==> src/disc_servo_pkg.sv <==
package disc_servo_pkg;

  // ----------------------------------------------------------------
  // register map (plain port, word addresses)
  // ----------------------------------------------------------------
  localparam logic [3:0] ctrl_addr   = 4'h0;
  localparam logic [3:0] jump_addr   = 4'h1;
  localparam logic [3:0] status_addr = 4'h2;
  localparam logic [3:0] pclk_addr   = 4'h3;

  // control register fields
  localparam int ctrl_focus_on_bit   = 0;
  localparam int ctrl_gain_high_bit  = 1;
  localparam int ctrl_spindle_en_bit = 2;
  localparam int ctrl_tone_curve_disc_flag_bit       = 3;
  localparam logic [7:0] ctrl_reset  = 8'h00;

  // jump register fields: bit0 start, bit1 outward, bits 15:8 accel cycles,
  // bits 23:16 decel cycles
  localparam int jump_start_bit = 0;
  localparam int jump_out_bit   = 1;
  localparam int jump_acc_lsb   = 8;
  localparam int jump_dec_lsb   = 16;

  // status register fields
  localparam int st_rough_bit  = 0;
  localparam int st_lock_bit   = 1;
  localparam int st_sync_bit   = 2;
  localparam int st_jump_bit   = 3;

  // playback clock divider reset value (half period, cycles of clk)
  localparam logic [7:0] pclk_div_reset = 8'h01;

  // spindle error window for rough servo, in frame-phase units
  localparam logic [7:0] rough_window = 8'h10;

  // track jump state machine
  typedef enum logic [2:0] {
    jump_idle  = 3'b001,
    jump_accel = 3'b010,
    jump_decel = 3'b100
  } jump_state_t;

endpackage

==> src/pair_drive.sv <==
`timescale 1ns/1ps
// drives one complementary pair of request lines from separate up and down requests
module pair_drive (
  input  wire logic clk,    // system clock
  input  wire logic rst,    // async reset, active high
  input  wire logic req_up, // request positive line
  input  wire logic req_dn, // request negative line
  output logic      pos_o,  // positive output
  output logic      neg_o   // negative output
);

  // ----------------------------------------------------------------
  // registered pair, never both high
  // ----------------------------------------------------------------
  always_ff @(posedge clk or posedge rst) begin
    if (rst) begin
      pos_o <= 1'b0;
      neg_o <= 1'b0;
    end else begin
      pos_o <= req_up & ~req_dn;
      neg_o <= req_dn & ~req_up;
    end
  end

endmodule

==> src/disc_servo_status_outputs.sv <==
// Function
// - speed-up request drives positive motor line high, slow-down the negative one.
// - servo-mode monitor high in rough servo, low in phase control.
// - focus output low turns focus servo on, high keeps it off.
// - when locked, playback clock appears on the monitor output.
// - frame sync match high only while detected and internal sync agree.
// - tracking gain output low requests higher gain, high is normal.
// - positive jump line accelerates outward jumps, decelerates inward jumps.
// - negative jump line accelerates inward jumps, decelerates outward jumps.
// - de-emphasis monitor high while the disc is flagged pre-emphasised.
// - spare test output stays low.
// - channel bit and its complement drive two outputs.
`timescale 1ns/1ps
module disc_servo_status_outputs #(
  parameter int acc_w = 8 // width of jump phase counters
) (
  input  wire logic        clk,                    // system clock, 100 MHz
  input  wire logic        rst,                    // async reset, active high
  input  wire logic [3:0]  reg_addr,               // register word address
  input  wire logic [31:0] reg_wdata,              // write data
  input  wire logic        reg_wr,                 // write strobe
  input  wire logic        reg_rd,                 // read strobe
  output logic      [31:0] reg_rdata,              // read data, cycle after strobe
  input  wire logic [7:0]  phase_err,              // signed frame phase error
  input  wire logic        pll_locked,             // bit clock phase lock
  input  wire logic        sync_detected,          // sync found in channel stream
  input  wire logic        sync_internal,          // internal frame sync strobe
  input  wire logic        tone_curve_disc_flag_flag,              // subcode pre-emphasis flag
  input  wire logic        channel_bit,            // sliced channel bit
  output logic             spindle_speed_up,       // spindle accelerate
  output logic             spindle_slow_down,      // spindle decelerate
  output logic             rough_servo_mon,        // high in rough servo
  output logic             focus_loop_on_n,        // low: focus servo on
  output logic             playback_clock_monitor, // playback clock monitor
  output logic             frame_sync_match,       // sync agreement
  output logic             tracking_gain_high_n,   // low: high gain
  output logic             jump_pulse_pos,         // jump line positive
  output logic             jump_pulse_neg,         // jump line negative
  output logic             tone_curve_disc_flag,   // de-emphasis disc
  output logic             spare_test_output,      // test output, low
  output logic             channel_bit_out,        // channel bit
  output logic             channel_bit_out_n       // complemented channel bit
);

  initial begin
    if (acc_w < 1 || acc_w > 8) $error("acc_w must be 1..8");
  end

  // ----------------------------------------------------------------
  // register file
  // ----------------------------------------------------------------
  logic [7:0]  ctrl_r;
  logic [23:0] jump_cfg_r;
  logic [7:0]  pclk_div_r;
  logic        jump_start;
  logic        rough_r;
  logic        busy;

  // control register written by software
  always_ff @(posedge clk or posedge rst) begin
    if (rst) ctrl_r <= disc_servo_pkg::ctrl_reset;
    else if (reg_wr && reg_addr == disc_servo_pkg::ctrl_addr) ctrl_r <= reg_wdata[7:0];
  end

  // jump configuration; start bit is a write-only pulse
  always_ff @(posedge clk or posedge rst) begin
    if (rst) jump_cfg_r <= 24'h000000;
    else if (reg_wr && reg_addr == disc_servo_pkg::jump_addr) jump_cfg_r <= reg_wdata[23:0];
  end

  assign jump_start = reg_wr && reg_addr == disc_servo_pkg::jump_addr
                      && reg_wdata[disc_servo_pkg::jump_start_bit];

  // playback clock divider setting, zero treated as one
  always_ff @(posedge clk or posedge rst) begin
    if (rst) pclk_div_r <= disc_servo_pkg::pclk_div_reset;
    else if (reg_wr && reg_addr == disc_servo_pkg::pclk_addr) pclk_div_r <= reg_wdata[7:0];
  end

  // read data one cycle after the strobe, zero for unmapped addresses
  always_ff @(posedge clk or posedge rst) begin
    if (rst) begin
      reg_rdata <= 32'h00000000;
    end else if (reg_rd) begin
      case (reg_addr)
        disc_servo_pkg::ctrl_addr:   reg_rdata <= {24'h000000, ctrl_r};
        disc_servo_pkg::jump_addr:   reg_rdata <= {8'h00, jump_cfg_r[23:1], 1'b0};
        disc_servo_pkg::status_addr: reg_rdata <= {28'h0000000, busy, frame_sync_match,
                                                   pll_locked, rough_r};
        disc_servo_pkg::pclk_addr:   reg_rdata <= {24'h000000, pclk_div_r};
        default:                     reg_rdata <= 32'h00000000;
      endcase
    end else begin
      reg_rdata <= 32'h00000000;
    end
  end

  // ----------------------------------------------------------------
  // spindle speed control
  // ----------------------------------------------------------------
  logic       spin_en;
  logic [7:0] err_mag;
  logic       spin_up;
  logic       spin_dn;

  assign spin_en = ctrl_r[disc_servo_pkg::ctrl_spindle_en_bit];
  assign err_mag = phase_err[7] ? 8'(-phase_err) : phase_err;
  // positive error means disc too slow
  assign spin_up = spin_en && !phase_err[7] && phase_err != 8'h00;
  assign spin_dn = spin_en && phase_err[7];

  // rough servo while unlocked or error outside window
  always_ff @(posedge clk or posedge rst) begin
    if (rst) rough_r <= 1'b1;
    else rough_r <= !pll_locked || err_mag > disc_servo_pkg::rough_window;
  end

  assign rough_servo_mon = rough_r;

  pair_drive u_spindle (
    .clk    (clk),
    .rst    (rst),
    .req_up (spin_up),
    .req_dn (spin_dn),
    .pos_o  (spindle_speed_up),
    .neg_o  (spindle_slow_down)
  );

  // ----------------------------------------------------------------
  // focus, gain, de-emphasis, sync and test outputs
  // ----------------------------------------------------------------
  always_ff @(posedge clk or posedge rst) begin
    if (rst) begin
      focus_loop_on_n      <= 1'b1;
      tracking_gain_high_n <= 1'b1;
      tone_curve_disc_flag <= 1'b0;
      frame_sync_match     <= 1'b0;
      spare_test_output    <= 1'b0;
    end else begin
      focus_loop_on_n      <= ~ctrl_r[disc_servo_pkg::ctrl_focus_on_bit];
      tracking_gain_high_n <= ~ctrl_r[disc_servo_pkg::ctrl_gain_high_bit];
      tone_curve_disc_flag <= tone_curve_disc_flag_flag | ctrl_r[disc_servo_pkg::ctrl_tone_curve_disc_flag_bit];
      frame_sync_match     <= sync_detected & sync_internal;
      spare_test_output    <= 1'b0;
    end
  end

  // ----------------------------------------------------------------
  // channel bit outputs
  // ----------------------------------------------------------------
  always_ff @(posedge clk or posedge rst) begin
    if (rst) begin
      channel_bit_out   <= 1'b0;
      channel_bit_out_n <= 1'b1;
    end else begin
      channel_bit_out   <= channel_bit;
      channel_bit_out_n <= ~channel_bit;
    end
  end

  // ----------------------------------------------------------------
  // playback clock monitor
  // ----------------------------------------------------------------
  logic [7:0] pclk_cnt_r;
  logic       pclk_r;

  // divided clock runs only while locked, held low otherwise
  always_ff @(posedge clk or posedge rst) begin
    if (rst) begin
      pclk_cnt_r <= 8'h00;
      pclk_r     <= 1'b0;
    end else if (!pll_locked) begin
      pclk_cnt_r <= 8'h00;
      pclk_r     <= 1'b0;
    end else if (pclk_cnt_r + 8'h01 >= pclk_div_r) begin
      pclk_cnt_r <= 8'h00;
      pclk_r     <= ~pclk_r;
    end else begin
      pclk_cnt_r <= pclk_cnt_r + 8'h01;
    end
  end

  assign playback_clock_monitor = pclk_r;

  // ----------------------------------------------------------------
  // track jump sequencer
  // ----------------------------------------------------------------
  disc_servo_pkg::jump_state_t jst_r;
  logic [acc_w-1:0] jcnt_r;
  logic             outward_r;
  logic             jp_up;
  logic             jp_dn;

  // accelerate for the programmed count then decelerate
  always_ff @(posedge clk or posedge rst) begin
    if (rst) begin
      jst_r     <= disc_servo_pkg::jump_idle;
      jcnt_r    <= '0;
      outward_r <= 1'b0;
    end else begin
      case (jst_r)
        disc_servo_pkg::jump_idle: begin
          if (jump_start && reg_wdata[disc_servo_pkg::jump_acc_lsb +: acc_w] != '0) begin
            jst_r     <= disc_servo_pkg::jump_accel;
            jcnt_r    <= reg_wdata[disc_servo_pkg::jump_acc_lsb +: acc_w];
            outward_r <= reg_wdata[disc_servo_pkg::jump_out_bit];
          end
        end
        disc_servo_pkg::jump_accel: begin
          if (jcnt_r == acc_w'(1)) begin
            if (jump_cfg_r[disc_servo_pkg::jump_dec_lsb +: acc_w] == '0) begin
              jst_r <= disc_servo_pkg::jump_idle;
            end else begin
              jst_r  <= disc_servo_pkg::jump_decel;
              jcnt_r <= jump_cfg_r[disc_servo_pkg::jump_dec_lsb +: acc_w];
            end
          end else begin
            jcnt_r <= jcnt_r - acc_w'(1);
          end
        end
        disc_servo_pkg::jump_decel: begin
          if (jcnt_r == acc_w'(1)) jst_r <= disc_servo_pkg::jump_idle;
          else jcnt_r <= jcnt_r - acc_w'(1);
        end
        default: jst_r <= disc_servo_pkg::jump_idle;
      endcase
    end
  end

  assign busy  = jst_r != disc_servo_pkg::jump_idle;
  assign jp_up = (jst_r == disc_servo_pkg::jump_accel &&  outward_r) ||
                 (jst_r == disc_servo_pkg::jump_decel && !outward_r);
  assign jp_dn = (jst_r == disc_servo_pkg::jump_accel && !outward_r) ||
                 (jst_r == disc_servo_pkg::jump_decel &&  outward_r);

  pair_drive u_jump (
    .clk    (clk),
    .rst    (rst),
    .req_up (jp_up),
    .req_dn (jp_dn),
    .pos_o  (jump_pulse_pos),
    .neg_o  (jump_pulse_neg)
  );

endmodule

==> config.mk <==
export PLATFORM = sky130hd
export DESIGN_NAME = disc_servo_status_outputs
export DESIGN_NICKNAME = d
export VERILOG_FILES = /design/src/disc_servo_pkg.sv /design/src/pair_drive.sv /design/src/disc_servo_status_outputs.sv
export SDC_FILE = /design/constraint.sdc
export NUM_CORES = 1
export LEC_CHECK = 0
export BUFFER_PORTS_ARGS = -buffer_cell sky130_fd_sc_hd__buf_2
export CAP_MARGIN = 25
export CELL_PAD_IN_SITES_DETAIL_PLACEMENT = 0
export CELL_PAD_IN_SITES_GLOBAL_PLACEMENT = 2
export CORE_UTILIZATION = 35
export DETAILED_ROUTE_END_ITERATION = 6
export PLACE_DENSITY = 0.89
export RECOVER_POWER = 25
export SYNTH_ARGS = -nofsm -noshare
export SYNTH_HDL_FRONTEND = slang
export SYNTH_HIERARCHICAL = 1
export SYNTH_SLANG_ARGS = --single-unit
==> constraint.sdc <==
create_clock -name clk -period 3.1 [get_ports clk]
set_input_delay 0.465 -clock clk [delete_from_list [all_inputs] [get_ports clk]]
set_output_delay 0.465 -clock clk [all_outputs]
set_load 0.005 [all_outputs]
==> Flow_metrics.wiki <==
{| class="wikitable"
! Metric !! Value
|-
| Outcome || complete, no violations
|-
| Cells on Worst Hold Path || 2
|-
| Fin. max-slew vios || 0
|-
| Via count || 3022
|-
| Maximum number of pins on one net before global-route repair || 74
|-
| Post-route cell area || 0.00524 sq mm
|-
| Source of the worst register-to-register timing path || pclk_cnt_r[0]
|-
| CTS H-tree depth || 3
|-
| Worst reg2reg path depth || 10
|-
| CP Buf/Inv Count || 0
|-
| Cell area reported after detailed placement || 0.00492 sq mm
|-
| Tightest Pin Transition || 0.997 ns
|-
| Routed Wire Length || 9.11 mm
|-
| Core area || 0.0121 sq mm
|-
| Number of global-route vias before repair || 2931
|-
| Count of input and output buffers || 80
|-
| Clock tree from TritonCTS || done
|-
| Detailed placement HPWL || 6.62 mm
|-
| Initial antenna violation count || 0
|-
| Startpoint class of the critical path || flip-flop
|-
| Final Skew || 0.00584 ns
|-
| Critical setup path kind || flip-flop to flip-flop
|-
| Synthesized area per cell || 11.7 sq um
|-
| Required time worst endpoint || 3.30 ns
|-
| Vias per cell || 4.81
|-
| Number of sinks on the clock net || 95
|-
| Die footprint || 0.0130 sq mm
|-
| Diodes inserted || 0
|-
| Reg2Reg Setup Slack || 0.65 ns
|-
| # IOs || 98
|-
| Count of unique library cells instantiated by Yosys || 58
|-
| Async S/R FF share, synth || 100%
|-
| Clock-pin slew on the worst setup and hold paths || 0.06 ns
|-
| Achievable Freq || 408 MHz
|-
| Initial drt markers || 132
|-
| Post-layout min period || 2.45 ns
|-
| Worst min-delay path endpoint || channel_bit_out_n
|-
| # fillers || 1148
|-
| Net total in the final layout || 519
|-
| GR met1 Demand/Resource || 20.7%
|-
| Total power density per cell area || 571 mW/mm^2
|-
| Crit path cell chain || ha_1, nand3_1, nor2_1, xor2_1, ha_1, nand4_1, nor2_1, a211oi_1, o211ai_1, nor2b_1
|-
| Hold WC Path Type || primary input to flip-flop
|-
| Buffer levels on the longest clock path || 2
|-
| Slew Limit Headroom || 33.5%
|-
| Most congested layer reported by global routing || met2
|-
| Worst flop-to-flop path endpoint || pclk_cnt_r[4]
|-
| Number of instances in the synthesized netlist || 373
|-
| Chip width || 114 um
|-
| Total Neg Setup Slack || 0 ns
|-
| Clk Tree Root Cell || sky130_fd_sc_hd__clkbuf_16
|-
| Number of placement rows || 40
|-
| Peak supply drop || 284 uV
|-
| Fraction of the cycle the final worst path needs || 79.0%
|-
| Synth warnings || 6
|-
| Top FF cell, synth || sky130_fd_sc_hd__dfrtp_1
|-
| Synthesis-to-finish area growth || 19.5%
|-
| Initial standard-cell utilization of the core || 36.2%
|-
| Wire length per cell || 14.5 um
|-
| GR Util met3 || 2.50%
|-
| Die boundary height || 114 um
|-
| Layout cell share with drive strength beyond 1 || 31.3%
|-
| Number of CTS-inserted buffers || 9
|-
| Start point of the worst min-delay path || channel_bit
|-
| Number of routed nets with antenna violations || 0
|-
| Total global routing overflow || 0
|-
| Number of search-and-repair iterations in the first detailed-routing pass || 4
|-
| Clock insertion delay at the later pin of the skew report || 0.34 ns
|-
| Cell type of the slowest stage on the worst timing path || sky130_fd_sc_hd__o211ai_1
|-
| Total count of hold-check failures in the final report || 0
|-
| Met2 GRT Util || 22.9%
|-
| Delay of the slowest cell on the worst path || 0.53 ns
|-
| Maximum net fanout on the critical path || 8
|-
| Data arrival time of the worst path || 2.64 ns
|-
| Overall routing resource usage || 15.0%
|-
| Gp weighted congestion || 0.795
|-
| Number of max-cap violations || 0
|-
| Number of DRC violations after detailed routing || 0
|-
| Netlist area before placement || 0.00438 sq mm
|-
| Buffers inserted by post-CTS timing repair || 0
|-
| Number of flops mapped to enable cells by yosys || 0
|-
| Gate family responsible for the most delay along the worst path || compound AO/OA/AOI/OAI gates
|-
| Final setup violation count || 0
|-
| RSZ-0062 raised after global routing || false
|-
| Critical Path End Type || flip-flop
|-
| First-pass GRT wire length || 14.8 mm
|-
| Portion of the post-synthesis area used by sequential elements || 54.4%
|-
| Seq cells post-synth || 95
|-
| Leakage power || 2.50 nW
|}
-- report_power, final --
group	total [mW]	internal (mW)	switching (mW)
sequential	1.48	1.39	0.0836
combinational	0.360	0.187	0.173
clock	1.15	0.693	0.460
total	2.99	2.27	0.717
-- registers in the layout, summed over array words and instances, names as in the netlist --
| name | flops |
|---|---|
| reg_rdata | 24 |
| jump_cfg_r | 23 |
| ctrl_r | 8 |
| jcnt_r | 8 |
| pclk_cnt_r | 8 |
| pclk_div_r | 8 |
| jst_r | 3 |
| channel_bit_out | 1 |
| channel_bit_out_n | 1 |
| focus_loop_on_n | 1 |
| frame_sync_match | 1 |
| outward_r | 1 |
| playback_clock_monitor | 1 |
| rough_servo_mon | 1 |
| tone_curve_disc_flag | 1 |
| tracking_gain_high_n | 1 |
| u_jump/neg_o | 1 |
| u_jump/pos_o | 1 |
| u_spindle/neg_o | 1 |
| u_spindle/pos_o | 1 |
-- repair_timing --
item,in CTS,in global routing
gates resized for setup,0,0
setup endpoints to repair,0,0
hold endpoints to repair,4,0
hold buffers,1,0
-- worst max path at each step --
stage,from,end,slack (ns),cells past startpoint
detailed placement,pclk_cnt_r[0],pclk_cnt_r[4],0.66,10
floorplan,rst,channel_bit_out,0.28,1
CTS,pclk_cnt_r[0],pclk_cnt_r[4],0.64,10
global route,pclk_cnt_r[0],pclk_cnt_r[6],0.39,9
global placement,pclk_cnt_r[0],pclk_cnt_r[5],0.71,10
finish,pclk_cnt_r[0],pclk_cnt_r[4],0.65,10
-- worst reg2reg max path, stage by stage (launching register included) --
cell and delay [ns]:
sky130_fd_sc_hd__dfrtp_1 0.42, sky130_fd_sc_hd__ha_1 0.24, sky130_fd_sc_hd__nand3_1 0.13, sky130_fd_sc_hd__nor2_1 0.07
sky130_fd_sc_hd__xor2_1 0.15, sky130_fd_sc_hd__ha_1 0.30, sky130_fd_sc_hd__nand4_1 0.08, sky130_fd_sc_hd__nor2_1 0.17
sky130_fd_sc_hd__a211oi_1 0.12, sky130_fd_sc_hd__o211ai_1 0.53, sky130_fd_sc_hd__nor2b_1 0.10
-- metal layers --
layer  part of all wire [%]  vias to the layer above
li1                       -                     1472
met1                     49                     1468
met2                     46                       69
met3                    3.6                       13
met4                    1.8                        0
met5                      0                        -
-- synth_stat cells, types with 3 or more instances --
library cell                n  area share [%]
sky130_fd_sc_hd__dfrtp_1   89              51
sky130_fd_sc_hd__inv_1     21             1.8
sky130_fd_sc_hd__nand2b_1   4            0.57
sky130_fd_sc_hd__mux2_2    34             8.7
sky130_fd_sc_hd__xnor2_1    3            0.60
sky130_fd_sc_hd__a31oi_1    7             1.0
sky130_fd_sc_hd__and2_1    18             2.6
sky130_fd_sc_hd__o211ai_1   3            0.51
sky130_fd_sc_hd__a22o_1     4            0.80
sky130_fd_sc_hd__buf_4      9             1.5
sky130_fd_sc_hd__nand3_1    9             1.0
sky130_fd_sc_hd__nor2b_1   12             1.7
sky130_fd_sc_hd__dfstp_2    6             3.6
sky130_fd_sc_hd__a21oi_1    6            0.69
sky130_fd_sc_hd__mux2i_1    5             1.1
sky130_fd_sc_hd__o221ai_1   3            0.60
sky130_fd_sc_hd__a22oi_1    5            0.86
sky130_fd_sc_hd__ha_1      11             3.1
sky130_fd_sc_hd__nand2_1   16             1.4
sky130_fd_sc_hd__o21ai_0   12             1.4
sky130_fd_sc_hd__xor2_1     3            0.60
sky130_fd_sc_hd__a211oi_1   4            0.69
sky130_fd_sc_hd__nor2_1    26             2.2
sky130_fd_sc_hd__and3_1     6            0.86
sky130_fd_sc_hd__buf_1      4            0.34
sky130_fd_sc_hd__or4_1      3            0.51
sky130_fd_sc_hd__nor4_1     4            0.57
sky130_fd_sc_hd__clkbuf_1   4            0.34
sky130_fd_sc_hd__nor3b_1    3            0.51
-- cell usage in the layout (no fill, tap or decap), types with 3 or more instances in the layout --
cell	instances
sky130_fd_sc_hd__a211oi_1	4
sky130_fd_sc_hd__a21oi_1	6
sky130_fd_sc_hd__a22o_1	4
sky130_fd_sc_hd__a22oi_1	5
sky130_fd_sc_hd__a31oi_1	7
sky130_fd_sc_hd__and2_1	18
sky130_fd_sc_hd__and3_1	6
sky130_fd_sc_hd__buf_2	71
sky130_fd_sc_hd__clkbuf_1	10
sky130_fd_sc_hd__clkbuf_16	9
sky130_fd_sc_hd__clkbuf_8	3
sky130_fd_sc_hd__conb_1	9
sky130_fd_sc_hd__dfrtp_1	89
sky130_fd_sc_hd__dfstp_2	6
sky130_fd_sc_hd__ha_1	11
sky130_fd_sc_hd__inv_1	20
sky130_fd_sc_hd__mux2_2	34
sky130_fd_sc_hd__mux2i_1	5
sky130_fd_sc_hd__nand2_1	16
sky130_fd_sc_hd__nand2b_1	4
sky130_fd_sc_hd__nand3_1	9
sky130_fd_sc_hd__nor2_1	26
sky130_fd_sc_hd__nor2b_1	12
sky130_fd_sc_hd__nor3b_1	3
sky130_fd_sc_hd__nor4_1	4
sky130_fd_sc_hd__o211ai_1	3
sky130_fd_sc_hd__o21ai_0	12
sky130_fd_sc_hd__o221ai_1	3
sky130_fd_sc_hd__or4_1	3
sky130_fd_sc_hd__xnor2_1	3
sky130_fd_sc_hd__xor2_1	3
-- logic make-up (layout without fill, tap and decap cells) --
| group | after synthesis | after routing | synth area share, % |
|---|---|---|---|
| buf+inv | 42 | 121 | 4.88 |
| other cells | 1 | 9 | 0.0856 |
| compound gates | 61 | 61 | 10.2 |
| flops | 95 | 95 | 54.4 |
| fa+ha+maj | 11 | 11 | 3.14 |
| xor+xnor | 6 | 6 | 1.20 |
| mux | 42 | 42 | 11.3 |
| simple gates | 115 | 115 | 14.8 |
-- area by class of cell --
cell class	count	area [sq um]	area share, %
flip-flops and latches	95	2380	45.6
clock inverters	4	51.3	0.980
inverters	21	80.1	1.53
multi-input cells	244	1810	34.6
repair buffers	84	430	8.22
clock buffers	12	267	5.09
well taps	168	210	4.02
-- stage by stage --
step / hold WS [ns] / cells / utilization, % / setup WS [ns] / power [mW]
2_1_floorplan: 0.206 / 381 / - / 0.281 / 1.73
3_3_place_gp: 0.353 / 611 / 40.6 / 0.708 / 1.84
3_5_place_dp: 0.355 / 611 / 40.6 / 0.665 / 1.86
4_1_cts: 0.235 / 628 / 43.3 / 0.641 / 3.03
5_1_grt: 0.237 / 628 / 43.2 / 0.390 / 3.14
6_report: 0.249 / 628 / 43.2 / 0.651 / 2.99
(Power assumes the default switching activity.)
